$ cat src/core/ttp_pkg.sv
// constants and types shared by the triple timer pwm core
package ttp_pkg;

	// ----------------------------------------------------------------
	// bus and map
	// ----------------------------------------------------------------
	localparam int          TTP_AW         = 12;
	localparam int          TTP_DW         = 32;
	localparam int          TTP_NUM_TMR    = 3;
	localparam logic [11:0] TTP_GSC_OFS    = 12'h000;
	localparam logic [11:0] TTP_TMR_BASE   = 12'h020;
	localparam logic [11:0] TTP_TMR_STRIDE = 12'h020;
	localparam logic [4:0]  TTP_CFG_OFS    = 5'h00;
	localparam logic [4:0]  TTP_CNTH_OFS   = 5'h04;
	localparam logic [4:0]  TTP_CNTL_OFS   = 5'h08;
	localparam logic [4:0]  TTP_PRDH_OFS   = 5'h0c;
	localparam logic [4:0]  TTP_PRDL_OFS   = 5'h10;
	localparam logic [4:0]  TTP_WIDH_OFS   = 5'h14;
	localparam logic [4:0]  TTP_WIDL_OFS   = 5'h18;

	// ----------------------------------------------------------------
	// global status and control fields
	// ----------------------------------------------------------------
	localparam int TTP_IRQ_POS = 0;
	localparam int TTP_OVF_POS = 4;
	localparam int TTP_ON_POS  = 8;
	localparam int TTP_OFF_POS = 9;

	// ----------------------------------------------------------------
	// timer config fields
	// ----------------------------------------------------------------
	localparam int TTP_MODE_POS   = 0;
	localparam int TTP_POL_POS    = 2;
	localparam int TTP_REPEAT_POS = 3;
	localparam int TTP_IRQEN_POS  = 4;
	localparam logic [15:0] TTP_CFG_MASK = 16'h001f;

	typedef enum logic [1:0] {
		TTP_MODE_OFF    = 2'h0,
		TTP_MODE_WAVE   = 2'h1,
		TTP_MODE_CAPT   = 2'h2,
		TTP_MODE_EXTEVT = 2'h3
	} ttp_mode_e;

	// ----------------------------------------------------------------
	// timing and reset values
	// ----------------------------------------------------------------
	localparam logic [1:0]  TTP_START_DLY = 2'h3;
	localparam logic [31:0] TTP_CNT_TOP   = 32'hffff_fffe;
	localparam logic [31:0] TTP_ALL_ONES  = 32'hffff_ffff;
	localparam logic [15:0] TTP_REG_RST   = 16'h0000;

	// per timer state
	typedef struct packed {
		logic [15:0] cfg;
		logic [31:0] cnt;
		logic [31:0] prd_sh;
		logic [31:0] wid_sh;
		logic [31:0] prd;
		logic [31:0] wid;
		logic        pend;
		logic        valid;
		logic        en;
		logic        run;
		logic        act;
		logic [1:0]  dly;
		logic [1:0]  errp;
		logic        irq;
		logic        ovf;
		logic        pin;
		logic        pin_oe_n;
	} ttp_tmr_s;

endpackage

$ cat src/core/ttp_core.sv
// triple 32-bit timer with pulse-width output mode, apb register slave
//
// Our own choices: the placing of the registers and the APB slave port.
`timescale 1ns/1ps
module ttp_core
	import ttp_pkg::*;
#(
	parameter int NUM_TIMERS = ttp_pkg::TTP_NUM_TMR
) (
	input  wire logic                        core_clk,
	input  wire logic                        rstn,
	input  wire logic                        psel,
	input  wire logic                        penable,
	input  wire logic                        pwrite,
	input  wire logic [ttp_pkg::TTP_AW-1:0]  paddr,
	input  wire logic [ttp_pkg::TTP_DW-1:0]  pwdata,
	output logic      [ttp_pkg::TTP_DW-1:0]  prdata,
	output logic                             pready,
	output logic                             pslverr,
	input  wire logic [NUM_TIMERS-1:0]       timer_waveform_pin_in,
	output logic      [NUM_TIMERS-1:0]       timer_waveform_pin_out,
	output logic      [NUM_TIMERS-1:0]       timer_waveform_pin_oe_n,
	output logic      [NUM_TIMERS-1:0]       timer_irq
);
	import ttp_pkg::*;

	// ----------------------------------------------------------------
	// parameter check
	// ----------------------------------------------------------------
	// the status word has room for four timers; NUM_TIMERS is held to 1 to TTP_NUM_TMR
	if (NUM_TIMERS < 1 || NUM_TIMERS > TTP_NUM_TMR) begin : g_bad_num
		$error("NUM_TIMERS must be 1 to 3");
	end

	typedef struct packed {
		ttp_tmr_s [NUM_TIMERS-1:0] t;
		logic                      pready;
		logic                      pslverr;
		logic [TTP_DW-1:0]         prdata;
	} ttp_state_s;

	ttp_state_s q;
	ttp_state_s d;

	// ----------------------------------------------------------------
	// next state
	// ----------------------------------------------------------------
	always_comb begin
		logic        acc;
		logic        wr;
		logic        hit;
		logic        gsc_sel;
		logic [2:0]  tidx;
		logic [4:0]  rofs;
		logic [15:0] wd;
		logic [15:0] rd;
		logic        tsel;
		logic        on_w;
		logic        off_w;
		logic        irq_set;
		logic        ovf_set;
		logic        wave;
		logic        ok;
		logic [31:0] nprd;
		logic [31:0] nwid;
		d       = q;
		acc     = psel & penable & q.pready;
		wr      = acc & pwrite;
		wd      = pwdata[15:0];
		gsc_sel = (paddr == TTP_GSC_OFS);
		tidx    = paddr[7:5];
		rofs    = paddr[4:0];
		hit     = gsc_sel;
		rd      = 16'h0000;
		tsel    = 1'b0;
		on_w    = 1'b0;
		off_w   = 1'b0;
		irq_set = 1'b0;
		ovf_set = 1'b0;
		wave    = 1'b0;
		ok      = 1'b0;
		nprd    = '0;
		nwid    = '0;
		d.pready  = psel & ~penable;
		d.pslverr = 1'b0;
		d.prdata  = '0;
		for (int i = 0; i < NUM_TIMERS; i++) begin
			tsel = (paddr[TTP_AW-1:8] == '0) && (tidx == 3'(i + 1)) && (rofs[1:0] == 2'h0)
				&& (rofs <= TTP_WIDL_OFS);
			if (tsel)
				hit = 1'b1;
			// status read image
			if (gsc_sel) begin
				rd[TTP_IRQ_POS + i]   = q.t[i].irq;
				rd[TTP_OVF_POS + i]   = q.t[i].ovf;
				rd[TTP_ON_POS + 2*i]  = q.t[i].en;
				rd[TTP_OFF_POS + 2*i] = q.t[i].en;
			end
			if (tsel) begin
				case (rofs)
					TTP_CFG_OFS:  rd = q.t[i].cfg;
					TTP_CNTH_OFS: rd = q.t[i].cnt[31:16];
					TTP_CNTL_OFS: rd = q.t[i].cnt[15:0];
					TTP_PRDH_OFS: rd = q.t[i].prd_sh[31:16];
					TTP_PRDL_OFS: rd = q.t[i].prd_sh[15:0];
					TTP_WIDH_OFS: rd = q.t[i].wid_sh[31:16];
					default:      rd = q.t[i].wid_sh[15:0];
				endcase
			end

			// per timer sequencing
			wave    = (q.t[i].cfg[TTP_MODE_POS +: 2] == TTP_MODE_WAVE);
			irq_set = 1'b0;
			ovf_set = 1'b0;
			on_w    = wr && gsc_sel && wd[TTP_ON_POS + 2*i];
			off_w   = wr && gsc_sel && wd[TTP_OFF_POS + 2*i];

			// refused values surface two cycles after the width-low write
			d.t[i].errp = {q.t[i].errp[0], 1'b0};
			if (q.t[i].errp[1]) begin
				ovf_set = 1'b1;
				irq_set = 1'b1;
			end

			if (wr && tsel) begin
				case (rofs)
					TTP_CFG_OFS:  d.t[i].cfg = wd & TTP_CFG_MASK;
					TTP_PRDH_OFS: d.t[i].prd_sh[31:16] = wd;
					TTP_PRDL_OFS: d.t[i].prd_sh[15:0] = wd;
					TTP_WIDH_OFS: d.t[i].wid_sh[31:16] = wd;
					TTP_WIDL_OFS: begin
						d.t[i].wid_sh[15:0] = wd;
						nprd = q.t[i].prd_sh;
						nwid = {q.t[i].wid_sh[31:16], wd};
						ok   = (nwid != '0) && (nprd > nwid);
						if (!ok) begin
							d.t[i].errp[0] = 1'b1;
						end else if (q.t[i].run) begin
							d.t[i].pend = 1'b1;
						end else begin
							d.t[i].prd   = nprd;
							d.t[i].wid   = nwid;
							d.t[i].valid = 1'b1;
						end
					end
					default: ;
				endcase
			end

			// start delay and counting
			if (q.t[i].dly != 2'h0) begin
				d.t[i].dly = q.t[i].dly - 2'h1;
				if (q.t[i].dly == 2'h1 && wave && q.t[i].valid) begin
					d.t[i].run = 1'b1;
					d.t[i].act = 1'b1;
					d.t[i].cnt = TTP_ALL_ONES - q.t[i].wid;
				end
			end else if (q.t[i].run) begin
				if (q.t[i].cnt != TTP_CNT_TOP) begin
					d.t[i].cnt = q.t[i].cnt + 32'h1;
				end else begin
					// reload instead of reaching all-ones
					nprd = q.t[i].pend ? q.t[i].prd_sh : q.t[i].prd;
					nwid = q.t[i].pend ? q.t[i].wid_sh : q.t[i].wid;
					if (q.t[i].pend) begin
						d.t[i].prd  = nprd;
						d.t[i].wid  = nwid;
						d.t[i].pend = 1'b0;
					end
					if (q.t[i].act && !q.t[i].cfg[TTP_REPEAT_POS]) begin
						// single pulse ends the run
						d.t[i].run = 1'b0;
						d.t[i].act = 1'b0;
						d.t[i].en  = 1'b0;
						irq_set    = 1'b1;
					end else if (q.t[i].act) begin
						d.t[i].act = 1'b0;
						d.t[i].cnt = TTP_ALL_ONES - (nprd - nwid);
					end else begin
						d.t[i].act = 1'b1;
						d.t[i].cnt = TTP_ALL_ONES - nwid;
						irq_set    = 1'b1;
					end
				end
			end

			// enable / disable, disable wins
			if (off_w) begin
				d.t[i].en  = 1'b0;
				d.t[i].run = 1'b0;
				d.t[i].act = 1'b0;
				d.t[i].dly = 2'h0;
			end else if (on_w && !q.t[i].en) begin
				d.t[i].en  = 1'b1;
				d.t[i].run = 1'b0;
				d.t[i].dly = TTP_START_DLY;
			end

			// sticky flags: a hardware set beats a software clear
			if (wr && gsc_sel && wd[TTP_IRQ_POS + i])
				d.t[i].irq = 1'b0;
			if (wr && gsc_sel && wd[TTP_OVF_POS + i])
				d.t[i].ovf = 1'b0;
			if (irq_set && q.t[i].cfg[TTP_IRQEN_POS])
				d.t[i].irq = 1'b1;
			if (ovf_set)
				d.t[i].ovf = 1'b1;

			// pin follows next state so it leaves a flop in step
			d.t[i].pin_oe_n = ~(d.t[i].cfg[TTP_MODE_POS +: 2] == TTP_MODE_WAVE);
			d.t[i].pin = (d.t[i].cfg[TTP_MODE_POS +: 2] == TTP_MODE_WAVE) && d.t[i].run
				&& (d.t[i].act ~^ d.t[i].cfg[TTP_POL_POS]);
		end
		// counter halves ignore writes
		if (psel && !penable) begin
			d.prdata  = {16'h0000, rd};
			d.pslverr = ~hit;
		end
	end

	// ----------------------------------------------------------------
	// state register
	// ----------------------------------------------------------------
	always_ff @(posedge core_clk or negedge rstn) begin
		if (!rstn) begin
			q <= '0;
		end else begin
			q <= d;
		end
	end

	// ----------------------------------------------------------------
	// outputs
	// ----------------------------------------------------------------
	assign prdata  = q.prdata;
	assign pready  = q.pready;
	assign pslverr = q.pslverr;

	for (genvar g = 0; g < NUM_TIMERS; g++) begin : g_out
		assign timer_waveform_pin_out[g]  = q.t[g].pin;
		assign timer_waveform_pin_oe_n[g] = q.t[g].pin_oe_n;
		assign timer_irq[g]               = q.t[g].irq;
	end

endmodule

$ cat config.mk
export PLATFORM = sky130hd
export DESIGN_NAME = ttp_core
export DESIGN_NICKNAME = d
export VERILOG_FILES = /design/src/core/ttp_pkg.sv /design/src/core/ttp_core.sv
export SDC_FILE = /design/constraint.sdc
export NUM_CORES = 2
export LEC_CHECK = 0
export ABC_AREA = 0
export BUFFER_PORTS_ARGS = -buffer_cell sky130_fd_sc_hd__buf_2
export CAP_MARGIN = 20
export CORE_UTILIZATION = 35
export CTS_CLUSTER_DIAMETER = 80
export DETAILED_ROUTE_END_ITERATION = 10
export SYNTH_ARGS = -nofsm -noshare
export SYNTH_HDL_FRONTEND = slang
export SYNTH_SLANG_ARGS = --single-unit
$ cat constraint.sdc
create_clock -name core_clk -period 5 [get_ports core_clk]
set_clock_uncertainty 0.2 [all_clocks]
set_input_delay 0.25 -clock core_clk [delete_from_list [all_inputs] [get_ports core_clk]]
set_output_delay 0.25 -clock core_clk [all_outputs]
set_load 0.05 [all_outputs]
After elaboration in Yosys (flattened, before gate mapping)
Cells that the tools add are included.
Widths: inputs -> output; s select.
{"block": "totals", "ff_bits": 568, "input_bits": 52, "output_inout_bits": 43}
{"block": "classes", "add_sub_neg": 18, "magnitude_cmp": 4, "eq_ne": 33, "n_mux": 160, "bitwise_logic": 15, "n_reduce_logical": 109}
{"operator": "$mux 65", "count": 12}
{"operator": "$mux 32", "count": 24}
{"operator": "$mux 66", "count": 9}
{"operator": "$pmux 16 s6", "count": 3}
{"operator": "$sub 32x32->32 const A", "count": 9}
{"operator": "$mux 64", "count": 3}
{"operator": "$add 32x1->32 const B", "count": 3}
{"operator": "$gt 32x32->1", "count": 3}
{"operator": "$ne 32x32->1 const B", "count": 3}
{"operator": "$reduce_bool 32->1", "count": 3}
{"operator": "$sub 32x32->32", "count": 3}
{"operator": "$mux 1", "count": 66}
{"operator": "$mux 2", "count": 27}
{"operator": "$logic_and 1x1->1", "count": 50}
{"operator": "$mux 16", "count": 3}
{"operator": "$mux 3", "count": 12}
{"operator": "$mux 33", "count": 1}
{"operator": "$reduce_and 2->1", "count": 15}
{"operator": "$reduce_bool 3->1", "count": 9}
{"operator": "$reduce_and 4->1", "count": 6}
{"operator": "$reduce_bool 2->1", "count": 12}
{"operator": "$eq 2x1->1 const B", "count": 9}
{"operator": "$ne 3x2->1 const B", "count": 6}
{"operator": "$eq 5x5->1 const B", "count": 3}
{"operator": "17 further kinds", "count": 45}

Logic depth before layout (Yosys ltp)
{"block": "depth", "word_depth": 10, "mapped_depth": 17}

Least setup slack after synthesis
Ideal clock, no wire load.
{"block": "synth_timing", "path_kind": "register to register", "from": "reg q[46] (netlist name)", "to": "reg q[201] (netlist name)", "setup_ns": 0.148, "t_arrival_ns": 4.569, "required_ns": 4.652, "setup_slack_ns": 0.083, "path_stages_with_launch": 17, "n_path_buf": 3, "path_cell_list": "dfrtp_1 -> buf_1 -> clkbuf_1 -> buf_1 -> mux2i_1 -> ha_1 -> fa_1 -> a21o_1 -> a21o_1 -> a2111oi_4 -> o32ai_2 -> a31o_2 -> a41oi_1 -> a211oi_1 -> mux2i_1 -> o31ai_1 -> o311ai_0"}
{"block": "synth_via", "elab_chain_len": 8}
{"element": "start: declaration", "line_no": "ttp_core.sv:42", "rtl": "ttp_state_s q;"}
{"element": "start signal: assignment", "line_no": "ttp_core.sv:226", "rtl": "q <= '0;"}
{"element": "start signal: assignment", "line_no": "ttp_core.sv:228", "rtl": "q <= d;"}
{"element": "$mux 32, on equally long branches", "line_no": "ttp_core.sv:163, ttp_core.sv:164"}
{"element": "$sub 32x32->32 (2 in a row)", "line_no": "ttp_core.sv:178", "rtl": "d.t[i].cnt = TTP_ALL_ONES - (nprd - nwid);"}
{"element": "$mux 32 *", "line_no": "ttp_core.sv:176", "rtl": "end else if (q.t[i].act) begin"}
{"element": "$mux 32 *", "line_no": "ttp_core.sv:170", "rtl": "if (q.t[i].act && !q.t[i].cfg[TTP_REPEAT_POS]) begin"}
{"element": "$mux 32 *", "line_no": "ttp_core.sv:159", "rtl": "if (q.t[i].cnt != TTP_CNT_TOP) begin"}
{"element": "$mux 32 *", "line_no": "ttp_core.sv:158", "rtl": "end else if (q.t[i].run) begin"}
{"element": "$mux 32 *", "line_no": "ttp_core.sv:151", "rtl": "if (q.t[i].dly != 2'h0) begin"}
Every way passes the cells marked *; elsewhere a longest branch is shown, timed or not. The select of a mux whose other input is x is not followed.
A chain may end at the register's enable or synchronous reset.

Worst setup path in the final report
{"block": "layout_timing", "from": "reg q[424] (netlist name)", "to": "reg q[584] (netlist name)"}
Same word-level chain as after synthesis.

==> summary.txt <==
Worst Setup EP = q[584]
Die Width = 327 µm
Remaining DRCs = 0
Cell area after synthesis = 0.0370 mm²
Wirelength per Cell = 26.0 µm
Final count of negative-setup-slack endpoints = 0
Core ar. = 0.104 mm²
Vias in the first global route = 30600
Cell Rows = 118
EDFF count, synth = 0
Max frequency = 0.214 GHz
Largest net degree at the start of global routing = 154
H-tree levels = 3
I/O Pins = 95
GRT Residual Overflow = 0
Port bufs = 59
Post-Syn Area per Cell = 9.34 µm²
Number of max-cap violations = 0
Run status = finished clean
Final #Nets = 4251
Critical path class = flip-flop to flip-flop
#FFs+latches synth = 552
Post-route ant nets = 0
Post-placement cell count = 5285
Crit-path cells = mux2_2 > ha_1 > and3_1 > and3_1 > nor3b_1 > a21oi_1 > a2111oi_0 > buf_4 > o21ai_0 > mux2i_1 > or3_1 > a31oi_1 > o21ai_0
Post-synth ARST share = 1.00
Clock sinks = 552
Distinct cells, synth = 89
Ys Warns = 0
Routed vias = 32800
Gr usage total = 0.259
Layout cells sized above 1 = 0.177
Most common cell after layout, fill and taps aside = dfrtp_1
RSZ-0062 raised after global routing = false
Hold Buf Count CTS = 15
Peak supply drop = 0.000245 V
Slowest cell delay on critical path = 0.69 ns
Detailed Route Iter0 Violations = 3927
Worst-path clk slew = 0.06 ns
Clock Latency Late Sink = 0.66 ns
Initial antenna violation count = 11
Sequential-to-total area share from yosys stat = 0.373
Setup TNS = 0 ns
Rel. slew slack = 0.217
Num CTS Buffers = 70
Final Hold Vio Count = 0
Critical Path Slowest Stage Cell = dfrtp_4
Leakage dissipation = 18.7 nW
CP Launch Point = q[424]
Required time of the critical path = 5.28 ns
Top FF cell, synth = dfrtp_1
Tcrit/Tclk final = 0.934
# resized after CTS = 0
Die height = 327 µm
Routability cong. = 1.02
Fin crit period = 4.67 ns
Cells after Synth = 3963
Crit end category = flip-flop
Reg-to-Reg Start = q[424]
Min-delay worst type = input pin to flip-flop
Actual slew at the worst max-slew pin = 1.16 ns
Most frequent cells in the layout = 546 x dfrtp_1, 334 x mux2_2, 312 x nand2_1, 294 x nor2_1, 294 x a21oi_1
Area grow syn2layout = 12.6%
Drt total wl = 141 mm
WP data arrival = 4.95 ns
Reg2Reg Setup Slack = 0.33 ns
Initial core utilization = 0.355
Setup Fix Bufs, Post-CTS = 0
DRT Pass-1 Iters = 9
Crit-path max FO = 24
Clock Tree Root = clkbuf_16
Post-Layout Cell Count = 5427
Routed vias/inst = 6.05
PwrDens = 291 mW/mm²
Startpoint Class = flip-flop
Final HPWL DP = 101 mm
CTS max path bufs = 3
R2R Path End = q[584]
CTS tree = yes
Global-route wire length before repair = 208 mm
Die ar. = 0.107 mm²
Worst R2R Path Depth = 13
Max-slew violation count = 0
## sequential cells by signal, indices dropped and copies added (netlist names)
name                     cells
q                          522
prdata                      16
d                            3
timer_irq                    3
timer_waveform_pin_oe_n      3
timer_waveform_pin_out       3
pready                       1
pslverr                      1
## power by group
group | switching, mW | leakage (nW) | internal, mW
clock | 2.14 | 1.14 | 3.07
combinational | 1.29 | 10.6 | 0.595
sequential | 0.372 | 6.97 | 4.66
total | 3.80 | 18.7 | 8.33
## layout make-up
cell class	count	area, µm²
Antenna cell	1	2.50
Clock buffer	100	2060
Clock inverter	23	248
Fill cell	10300	62600
Inverter	133	499
Multi-Input combinational cell	3015	21600
Sequential cell	552	13800
Tap cell	1380	1730
Timing Repair Buffer	223	1750
## stage by stage
stage	power [mW]	util	worst slack, ns	instance area (µm²)	hold slack, ns
global route	12.5	0.400	0.0464	41700	0.0492
finish	12.1	0.400	0.328	41700	0.0236
CTS	12.1	0.399	0.401	41600	0.0000763
floorplan	6.13	-	0.0827	37100	-0.246
global placement	6.91	0.376	0.384	39200	0.101
detailed placement	6.93	0.376	0.445	39200	0.0988
## worst min-delay path by stage
stage	start	end	cells past startpoint	slack [ns]
5_1_grt	pwdata[12]	q[123]	3	0.05
3_5_place_dp	rstn	q[436]	1	0.1
4_1_cts	pwdata[13]	q[422]	4	0.00008
6_report	pwdata[12]	q[139]	4	0.02
3_3_place_gp	rstn	q[436]	1	0.10
2_1_floorplan	rstn	d[228]	0	-0.25
## kinds of logic (layout without fill, tap and decap cells)
kind of cell | Yosys count | after routing | synth area share
flip-flops | 552 | 552 | 0.373
adder cells (fa/ha/maj) | 204 | 204 | 0.0695
buffers and inverters | 411 | 479 | 0.0483
XOR/XNOR | 143 | 143 | 0.0338
AND/OR/NAND/NOR | 1014 | 1014 | 0.128
AO/OA/AOI/OAI | 1124 | 1124 | 0.196
other | 1 | 17 | 0.000101
multiplexers | 514 | 514 | 0.151
## Yosys cell counts, drive strengths merged, types with 87 or more instances
cell / n / area, µm²
a21oi: 295 / 1480
a22oi: 90 / 676
buf: 99 / 617
clkbuf: 179 / 672
dfrtp: 552 / 13800
ha: 201 / 2510
inv: 128 / 480
mux2: 356 / 4010
mux2i: 158 / 1580
nand2: 316 / 1190
nor2: 301 / 1130
o21ai: 270 / 1360
xnor2: 87 / 762
## worst max-delay path: cells and delay by family, from the launching register on
| kind | cells | cell delay [ns] |
|---|---|---|
| flip-flops | 1 | 0.69 |
| buffers and inverters | 1 | 0.20 |
| AO/OA/AOI/OAI | 5 | 1.15 |
| multiplexers | 2 | 0.57 |
| adder cells (fa/ha/maj) | 1 | 0.37 |
| AND/OR/NAND/NOR | 4 | 1.30 |
## metal layers
layer  global-route usage  part of all wire  up-vias
li1                     -                 -    14600
met1                0.365              0.43    16100
met2                0.383              0.42     1766
met3               0.0583              0.11      323
met4               0.0975             0.040       15
met5               0.0146            0.0021        -
No activity file was read; power rests on OpenSTA's default activity.
